===== src/logic/gpfm_pkg.sv =====
// gpfm_pkg: register map, field layout and function codes of the pin mux
// assumes a 32-bit Avalon-MM slave port with byte addresses
package gpfm_pkg;

	// =====================================================
	// register indices, byte address is four times the index
	localparam logic [5:0] GPFM_IDX_PIN_ONE = 6'h0C;
	localparam logic [5:0] GPFM_IDX_PIN_TWO = 6'h0D;
	localparam logic [5:0] GPFM_IDX_IRQ_STATUS = 6'h10;
	localparam logic [5:0] GPFM_IDX_IRQ_MASK = 6'h11;
	localparam logic [5:0] GPFM_IDX_DIRECT_IO = 6'h12;

	// =====================================================
	// field positions and reset values
	localparam int GPFM_SEL_MSB = 4;
	localparam int GPFM_PUP_BIT = 5;
	localparam int GPFM_DRV_MSB = 7;
	localparam int GPFM_DRV_LSB = 6;
	localparam logic [7:0] GPFM_PIN_ONE_RST = 8'h00;
	localparam logic [7:0] GPFM_PIN_TWO_RST = 8'h00;
	localparam int GPFM_ST_EXT = 0;
	localparam int GPFM_ST_RETX = 1;
	localparam int GPFM_ST_RSVD = 2;
	localparam logic [2:0] GPFM_MASK_RST = 3'h0;
	localparam int GPFM_DIO_OUT_BIT = 0;
	localparam int GPFM_DIO_IN_BIT = 1;
	localparam logic GPFM_DIO_OUT_RST = 1'b0;

	// =====================================================
	// function select codes
	localparam logic [4:0] GPFM_FN_NPOR = 5'h00;
	localparam logic [4:0] GPFM_FN_WUT = 5'h01;
	localparam logic [4:0] GPFM_FN_LOWBAT = 5'h02;
	localparam logic [4:0] GPFM_FN_DIN = 5'h03;
	localparam logic [4:0] GPFM_FN_XFALL = 5'h04;
	localparam logic [4:0] GPFM_FN_XRISE = 5'h05;
	localparam logic [4:0] GPFM_FN_XCHG = 5'h06;
	localparam logic [4:0] GPFM_FN_ADC = 5'h07;
	localparam logic [4:0] GPFM_FN_TST_LO = 5'h08;
	localparam logic [4:0] GPFM_FN_DOUT = 5'h0A;
	localparam logic [4:0] GPFM_FN_TST_HI = 5'h0D;
	localparam logic [4:0] GPFM_FN_VREF = 5'h0E;
	localparam logic [4:0] GPFM_FN_BITCLK = 5'h0F;
	localparam logic [4:0] GPFM_FN_TXDATA = 5'h10;
	localparam logic [4:0] GPFM_FN_RETX = 5'h11;
	localparam logic [4:0] GPFM_FN_TXSTATE = 5'h12;
	localparam logic [4:0] GPFM_FN_TXAFULL = 5'h13;
	localparam logic [4:0] GPFM_FN_RXDATA = 5'h14;
	localparam logic [4:0] GPFM_FN_RXSTATE = 5'h15;
	localparam logic [4:0] GPFM_FN_RXAFULL = 5'h16;
	localparam logic [4:0] GPFM_FN_ANT1 = 5'h17;
	localparam logic [4:0] GPFM_FN_ANT2 = 5'h18;
	localparam logic [4:0] GPFM_FN_PRE_OK = 5'h19;
	localparam logic [4:0] GPFM_FN_PRE_BAD = 5'h1A;
	localparam logic [4:0] GPFM_FN_SYNC = 5'h1B;
	localparam logic [4:0] GPFM_FN_CCA = 5'h1C;
	localparam logic [4:0] GPFM_FN_VDD = 5'h1D;

endpackage


===== src/logic/gpfm_pin_mux.sv =====
// gpfm_pin_mux: function mux and pad control of general pin one, config of pin two
// assumes one 50 MHz clock, pin input synchronous, Avalon-MM master on the bus side
//
// Overview of operation
// - pull-up on only when its enable is set and pin is a digital input
// - five-bit function selector sits in bits 4:0 of the pin config register
// - two-bit drive strength sits in bits 7:6 of the pin config register
// - code 00000 drives the inverted power-on reset indication
// - code 00001 drives high once the wake-up timer has expired
// - code 00010 drives high while battery is below the low threshold
// - code 00011 is a direct digital input, 01010 a software-driven output
// - codes 00100, 00101, 00110 interrupt on falling, rising, any edge
// - code 00111 routes the ADC input, 01110 outputs the reference voltage
// - codes 01000 to 01101 except 01010 are reserved test functions, not for normal use
// - 01111 outputs bit clock, 10000 takes transmit data, 10100 outputs receive data
// - code 10001 takes an external retransmission request as input
// - code 10010 shows transmit state, 10101 shows receive state
// - codes 10011 and 10110 show transmit and receive buffer almost full
// - codes 10111 and 11000 drive antenna switches one and two
// - codes 11001 and 11010 show valid and invalid preamble detected
// - code 11011 shows sync word detected
// - code 11100 shows clear channel assessment
//
// Decided for this implementation: the Avalon-MM slave port.
module gpfm_pin_mux
	import gpfm_pkg::*;
(
	input wire logic sys_clk_in,
	input wire logic sys_rst_in,
	input wire logic [7:0] avs_address_in,
	input wire logic avs_read_in,
	input wire logic avs_write_in,
	input wire logic [31:0] avs_writedata_in,
	input wire logic [3:0] avs_byteenable_in,
	output logic [31:0] avs_readdata_out,
	output logic avs_waitrequest_out,
	output logic irq_out,
	input wire logic por_active_in,
	input wire logic wake_up_timer_expired_in,
	input wire logic low_battery_in,
	input wire logic bit_clock_in,
	input wire logic rx_data_in,
	input wire logic tx_state_in,
	input wire logic rx_state_in,
	input wire logic tx_almost_full_in,
	input wire logic rx_almost_full_in,
	input wire logic antenna_one_in,
	input wire logic antenna_two_in,
	input wire logic preamble_valid_in,
	input wire logic preamble_invalid_in,
	input wire logic sync_detected_in,
	input wire logic clear_channel_in,
	input wire logic general_pin_one_in,
	output logic general_pin_one_out,
	output logic general_pin_one_oe_out,
	output logic pin_one_pullup_out,
	output logic [1:0] pin_one_drive_strength_out,
	output logic adc_route_out,
	output logic vref_route_out,
	output logic tx_data_out,
	output logic retransmit_request_out,
	output logic [4:0] pin_two_function_select_out,
	output logic pin_two_pullup_enable_out,
	output logic [1:0] pin_two_drive_strength_out
);

	// =====================================================
	// helpers
	function automatic logic gpfm_is_din(input logic [4:0] sel);
		return sel inside {GPFM_FN_DIN, GPFM_FN_XFALL, GPFM_FN_XRISE, GPFM_FN_XCHG,
			GPFM_FN_TXDATA, GPFM_FN_RETX};
	endfunction

	function automatic logic gpfm_is_rsvd(input logic [4:0] sel);
		return sel >= GPFM_FN_TST_LO && sel <= GPFM_FN_TST_HI && sel != GPFM_FN_DOUT;
	endfunction

	// released: inputs, analog routes and the test codes leave the pad undriven
	function automatic logic gpfm_drives(input logic [4:0] sel);
		return !gpfm_is_din(sel) && !gpfm_is_rsvd(sel) && sel != GPFM_FN_ADC
			&& sel != GPFM_FN_VREF;
	endfunction

	// =====================================================
	// bus slave
	logic ack_q;
	logic [7:0] pin_one_q;
	logic [7:0] pin_two_q;
	logic [2:0] status_q;
	logic [2:0] mask_q;
	logic dio_out_q;
	logic [31:0] rdata_q;
	logic [5:0] idx;
	logic req;
	logic wr_commit;
	logic lane0;
	logic [4:0] sel;
	logic [2:0] events;

	assign idx = avs_address_in[7:2];
	assign req = avs_read_in | avs_write_in;
	// every access waits exactly one cycle, read data is ready at the release
	assign avs_waitrequest_out = req & ~ack_q;
	assign wr_commit = avs_write_in & ack_q;
	assign lane0 = avs_byteenable_in[0];
	assign avs_readdata_out = rdata_q;
	assign sel = pin_one_q[GPFM_SEL_MSB:0];

	always_ff @(posedge sys_clk_in) begin
		if (sys_rst_in) begin
			ack_q <= 1'b0;
		end else begin
			ack_q <= req & ~ack_q;
		end
	end

	always_ff @(posedge sys_clk_in) begin
		if (sys_rst_in) begin
			rdata_q <= 32'h0000_0000;
		end else if (avs_read_in && !ack_q) begin
			rdata_q <= 32'h0000_0000;
			if (idx == GPFM_IDX_PIN_ONE) begin
				rdata_q[7:0] <= pin_one_q;
			end else if (idx == GPFM_IDX_PIN_TWO) begin
				rdata_q[7:0] <= pin_two_q;
			end else if (idx == GPFM_IDX_IRQ_STATUS) begin
				rdata_q[2:0] <= status_q;
			end else if (idx == GPFM_IDX_IRQ_MASK) begin
				rdata_q[2:0] <= mask_q;
			end else if (idx == GPFM_IDX_DIRECT_IO) begin
				rdata_q[GPFM_DIO_OUT_BIT] <= dio_out_q;
				rdata_q[GPFM_DIO_IN_BIT] <= general_pin_one_in;
			end
		end
	end

	// =====================================================
	// configuration registers
	always_ff @(posedge sys_clk_in) begin
		if (sys_rst_in) begin
			pin_one_q <= GPFM_PIN_ONE_RST;
			pin_two_q <= GPFM_PIN_TWO_RST;
			mask_q <= GPFM_MASK_RST;
			dio_out_q <= GPFM_DIO_OUT_RST;
		end else if (wr_commit && lane0) begin
			if (idx == GPFM_IDX_PIN_ONE) begin
				pin_one_q <= avs_writedata_in[7:0];
			end else if (idx == GPFM_IDX_PIN_TWO) begin
				pin_two_q <= avs_writedata_in[7:0];
			end else if (idx == GPFM_IDX_IRQ_MASK) begin
				mask_q <= avs_writedata_in[2:0];
			end else if (idx == GPFM_IDX_DIRECT_IO) begin
				dio_out_q <= avs_writedata_in[GPFM_DIO_OUT_BIT];
			end
		end
	end

	assign pin_two_function_select_out = pin_two_q[GPFM_SEL_MSB:0];
	assign pin_two_pullup_enable_out = pin_two_q[GPFM_PUP_BIT];
	assign pin_two_drive_strength_out = pin_two_q[GPFM_DRV_MSB:GPFM_DRV_LSB];
	assign pin_one_drive_strength_out = pin_one_q[GPFM_DRV_MSB:GPFM_DRV_LSB];

	// =====================================================
	// input edges and events
	logic prev_q;
	logic prev_ok_q;
	logic rise;
	logic fall;

	// no edge is seen until one sample has been taken after reset
	always_ff @(posedge sys_clk_in) begin
		if (sys_rst_in) begin
			prev_q <= 1'b0;
			prev_ok_q <= 1'b0;
		end else begin
			prev_q <= general_pin_one_in;
			prev_ok_q <= 1'b1;
		end
	end

	assign rise = prev_ok_q & ~prev_q & general_pin_one_in;
	assign fall = prev_ok_q & prev_q & ~general_pin_one_in;

	always_comb begin
		events = 3'h0;
		case (sel)
			GPFM_FN_XFALL: events[GPFM_ST_EXT] = fall;
			GPFM_FN_XRISE: events[GPFM_ST_EXT] = rise;
			GPFM_FN_XCHG: events[GPFM_ST_EXT] = rise | fall;
			GPFM_FN_RETX: events[GPFM_ST_RETX] = rise;
			default: events = 3'h0;
		endcase
		// software is warned when a test code is written
		events[GPFM_ST_RSVD] = wr_commit && lane0 && idx == GPFM_IDX_PIN_ONE
			&& gpfm_is_rsvd(avs_writedata_in[4:0]);
	end

	// set wins over a write-one clear in the same cycle
	always_ff @(posedge sys_clk_in) begin
		if (sys_rst_in) begin
			status_q <= 3'h0;
		end else if (wr_commit && lane0 && idx == GPFM_IDX_IRQ_STATUS) begin
			status_q <= (status_q & ~avs_writedata_in[2:0]) | events;
		end else begin
			status_q <= status_q | events;
		end
	end

	assign irq_out = |(status_q & mask_q);

	// =====================================================
	// output mux
	logic pin_d;
	logic pin_q;
	logic oe_q;
	logic pullup_q;
	logic adc_q;
	logic vref_q;
	logic txd_q;
	logic retx_q;

	always_comb begin
		pin_d = 1'b0;
		case (sel)
			GPFM_FN_NPOR: pin_d = ~por_active_in;
			GPFM_FN_WUT: pin_d = wake_up_timer_expired_in;
			GPFM_FN_LOWBAT: pin_d = low_battery_in;
			GPFM_FN_DOUT: pin_d = dio_out_q;
			GPFM_FN_BITCLK: pin_d = bit_clock_in;
			GPFM_FN_RXDATA: pin_d = rx_data_in;
			GPFM_FN_TXSTATE: pin_d = tx_state_in;
			GPFM_FN_RXSTATE: pin_d = rx_state_in;
			GPFM_FN_TXAFULL: pin_d = tx_almost_full_in;
			GPFM_FN_RXAFULL: pin_d = rx_almost_full_in;
			GPFM_FN_ANT1: pin_d = antenna_one_in;
			GPFM_FN_ANT2: pin_d = antenna_two_in;
			GPFM_FN_PRE_OK: pin_d = preamble_valid_in;
			GPFM_FN_PRE_BAD: pin_d = preamble_invalid_in;
			GPFM_FN_SYNC: pin_d = sync_detected_in;
			GPFM_FN_CCA: pin_d = clear_channel_in;
			GPFM_FN_VDD: pin_d = 1'b1;
			default: pin_d = 1'b0;
		endcase
	end

	// one register stage keeps the pad free of decode glitches
	always_ff @(posedge sys_clk_in) begin
		if (sys_rst_in) begin
			pin_q <= 1'b0;
			oe_q <= 1'b0;
		end else begin
			pin_q <= gpfm_drives(sel) & pin_d;
			oe_q <= gpfm_drives(sel);
		end
	end

	always_ff @(posedge sys_clk_in) begin
		if (sys_rst_in) begin
			pullup_q <= 1'b0;
		end else begin
			pullup_q <= pin_one_q[GPFM_PUP_BIT] & gpfm_is_din(sel);
		end
	end

	always_ff @(posedge sys_clk_in) begin
		if (sys_rst_in) begin
			adc_q <= 1'b0;
			vref_q <= 1'b0;
			txd_q <= 1'b0;
			retx_q <= 1'b0;
		end else begin
			adc_q <= sel == GPFM_FN_ADC;
			vref_q <= sel == GPFM_FN_VREF;
			txd_q <= sel == GPFM_FN_TXDATA && general_pin_one_in;
			retx_q <= sel == GPFM_FN_RETX && general_pin_one_in;
		end
	end

	assign general_pin_one_out = pin_q;
	assign general_pin_one_oe_out = oe_q;
	assign pin_one_pullup_out = pullup_q;
	assign adc_route_out = adc_q;
	assign vref_route_out = vref_q;
	assign tx_data_out = txd_q;
	assign retransmit_request_out = retx_q;
endmodule


===== config.mk =====
export PLATFORM = sky130hd
export DESIGN_NAME = gpfm_pin_mux
export DESIGN_NICKNAME = d
export VERILOG_FILES = /design/src/logic/gpfm_pkg.sv /design/src/logic/gpfm_pin_mux.sv
export SDC_FILE = /design/constraint.sdc
export NUM_CORES = 1
export LEC_CHECK = 0
export ABC_AREA = 1
export BUFFER_PORTS_ARGS = -buffer_cell sky130_fd_sc_hd__buf_2
export CORE_UTILIZATION = 46
export DETAILED_ROUTE_END_ITERATION = 7
export PLACE_DENSITY_LB_ADDON = 0.3
export SYNTH_ARGS = -nofsm -noshare
export SYNTH_HDL_FRONTEND = slang
export SYNTH_SLANG_ARGS = --single-unit
export TNS_END_PERCENT = 50

===== constraint.sdc =====
create_clock -name sys_clk_in -period 1.5 [get_ports sys_clk_in]
set_clock_uncertainty 0.2 [all_clocks]
set_input_delay 0 -clock sys_clk_in [delete_from_list [all_inputs] [get_ports sys_clk_in]]
set_output_delay 0 -clock sys_clk_in [all_outputs]
set_load 0.005 [all_outputs]

==> qor.csv <==
metric,value,unit
netlist_area,0.002282,sq mm
p_per_area,746.1,mW/mm^2
core,0.004755,sq mm
placed_cell_area,0.002664,sq mm
first_iter_violations,174,
drt_first_pass_iters,5,
max_freq,705.0,MHz
cts_setup_buffers,0,
wl_per_cell,11.99,um
detail_route.vias_per_cell,4.876,
numPortBuffers,61,
row_count,25,
boundaryPins,115,
die_h,72.44,um
detailroute.wirelength.met3,401,um
violations,hold timing,
rsz0062_at_grt,true,
ant_nets,0,
start_util,48.00,%
dieArea,0.005247,sq mm
drt-total-wl,5972,um
async_flop_share,0,%
rr_worst_depth,6,
fin_area,0.003060,sq mm
synth_ff_type,dfxtp_1,
cp.required,1.49,ns
dpl.hpwl,4155,um
wl_met1,2649,um
min_period,1.418,ns
grt_max_degree,20,
vias,2428,
grt_pass1_wl,9625,um
maxCapViolations,0,
startpoint_type,flip-flop,
cts_tree,yes,
synth_enable_flop_cells,0,
hold_viol,1,
synth_cell_type_count,29,
min_path_cells,4,
place.gp.congestion,0.8740,
cts.sinks,41,
route.met2.wl,2857,um
ys_warn_count,0,
clk_pin_slew,0.08,ns
cp_data_arrival_time,1.41,ns
cpMaxStageDelayCell,dfxtp_1,
cts-root-buf,clkbuf_8,
track_usage,23.74,%
cp_max_fo,14,
cts_buffers,5,
overflow,0,
layout_commonest_cell,buf_2,
synth_top_area_share,35.96,%
drc,0,
nets,495,
hold_class,input port to flip-flop,
cp_num_cells,6,
cp_num_buf_inv,2,
final_cell_mix,"61 x buf_2, 47 x nor2_1, 44 x nand2_1",
htreeDepth,2,
p_leak,1.465,nW
synthCells,331,
min_period_over_period,94.56,%
crit_type,flip-flop to flip-flop,
drive_gt1_share,26.91,%
die_w,72.44,um
ys_seq_area_share,35.96,%
highest_layer,met4,
path_cells,"buf_4, nor2_1, buf_4, nand2_1, nor3_1, nor2_1",
cts.path.max_buffers,2,
ir_drop,0.6601,mV
synth_area_per_cell,6.895,sq um
critPathCaptureType,flip-flop,
n_fill_cell,428,
hold_buffers,24,
grt_pass1_vias,2194,
crit_path_max_incr_delay,0.32,ns
status,finished with violations,
antenna_found_initial,0,
worstSkewPairLatency,0.30,ns
yosysTopAreaCell,dfxtp_1,
crit_family,simple AND/OR/NAND/NOR gates,
setup_viol_count_final,0,
area_growth,34.10,%
total_power,2.283,mW
synthTopCellsByArea,"dfxtp_1 36%, nand3_1 8.6%, buf_4 8.6%",
diodes,0,
hold_ws,-0.04689,ns
synth_seq_cells,41,
drv_slew,0,
[area by class of cell]
cell class,count,area [sq um],share of cell area [%]
clock buffer,5,68.82,2.249
clock inverter,2,35.03,1.145
inverter,39,146.4,4.783
multi-input combinational,240,1195,39.04
sequential,41,830.8,27.15
tap,67,83.83,2.739
timing repair buffer,104,700.7,22.89
[kinds of logic after synthesis]
| group | count (synthesis) | share of synthesized area, % |
|---|---|---|
| and+or+nand+nor | 159 | 32.46 |
| buffers and inverters | 74 | 17.32 |
| AOI/OAI and AO/OA | 56 | 14.09 |
| DFF | 41 | 35.97 |
| other | 1 | 0.1643 |
[cell usage after synthesis, types with 4 or more instances]
master,instances
nor2_2,5
o21ai_0,23
o211ai_1,4
a21oi_1,16
o21ai_1,6
nand3_1,39
inv_1,37
nor2_1,50
nand2_1,44
dfxtp_1,41
nand4_1,8
buf_2,4
buf_4,26
nor3_1,4
[per-stage QoR]
step | util, % | instances | setup TNS (ns) | hold slack, ns | worst slack (ns)
detailed placement | 56.03 | 466 | -0.04359 | 0.06724 | -0.02163
floorplan | - | 354 | 0 | -0.1198 | 0.1595
CTS | 63.32 | 497 | 0 | 0.002450 | 0.03014
global placement | 56.03 | 466 | -0.04737 | 0.05086 | -0.04130
global route | 64.37 | 498 | -0.03723 | -0.009436 | -0.01357
finish | 64.37 | 498 | 0 | -0.04689 | 0.08165
[final timing paths]
check	start	to	slack, ns
setup / recovery	ack_q$_SDFF_PP0_	avs_readdata_out[2]$_SDFFE_PP0P_	0.08
hold / removal	avs_address_in[2]	pin_one_q[7]$_SDFFE_PP0P_	-0.05
setup reg to reg	ack_q$_SDFF_PP0_	avs_readdata_out[2]$_SDFFE_PP0P_	0.08
hold reg to reg	pin_one_q[7]$_SDFFE_PP0P_	pin_one_q[7]$_SDFFE_PP0P_	0.26
[routing by layer]
metal	up-vias	global-route usage, %
met1	1109	30.20
met5	-	0
met4	0	8.932
met3	6	5.694
li1	1228	-
met2	85	38.94
[report_power, final]
part | total (mW) | switching (mW) | internal [mW]
Sequential | 1.12 | 0.0122 | 1.11
Combinational | 0.300 | 0.158 | 0.143
Clock | 0.863 | 0.380 | 0.484
Total | 2.28 | 0.550 | 1.73
[what timing repair did]
item,CTS,global route
cloned,0,1
endpoints found under the setup margin,3,15
resized for setup,2,17
hold endpoints to repair,37,1
[tightest hold or removal path, cell delays in order]
cell,delay (ns)
buf_2,0.14
nor3_4,0.07
nand3_4,0.11
a21oi_1,0.08
[sequential cells by signal (all words and copies together) (netlist names)]
signal / count
general_pin_one_oe_out: 1
tx_data_out: 1
dio_out_q: 1
ack_q: 1
avs_readdata_out: 8
prev_q: 1
retransmit_request_out: 1
general_pin_one_out: 1
vref_route_out: 1
status_q: 3
pin_one_q: 8
pin_two_q: 8
mask_q: 3
prev_ok_q: 1
adc_route_out: 1
pin_one_pullup_out: 1
Power figures use the tool's default switching activity.
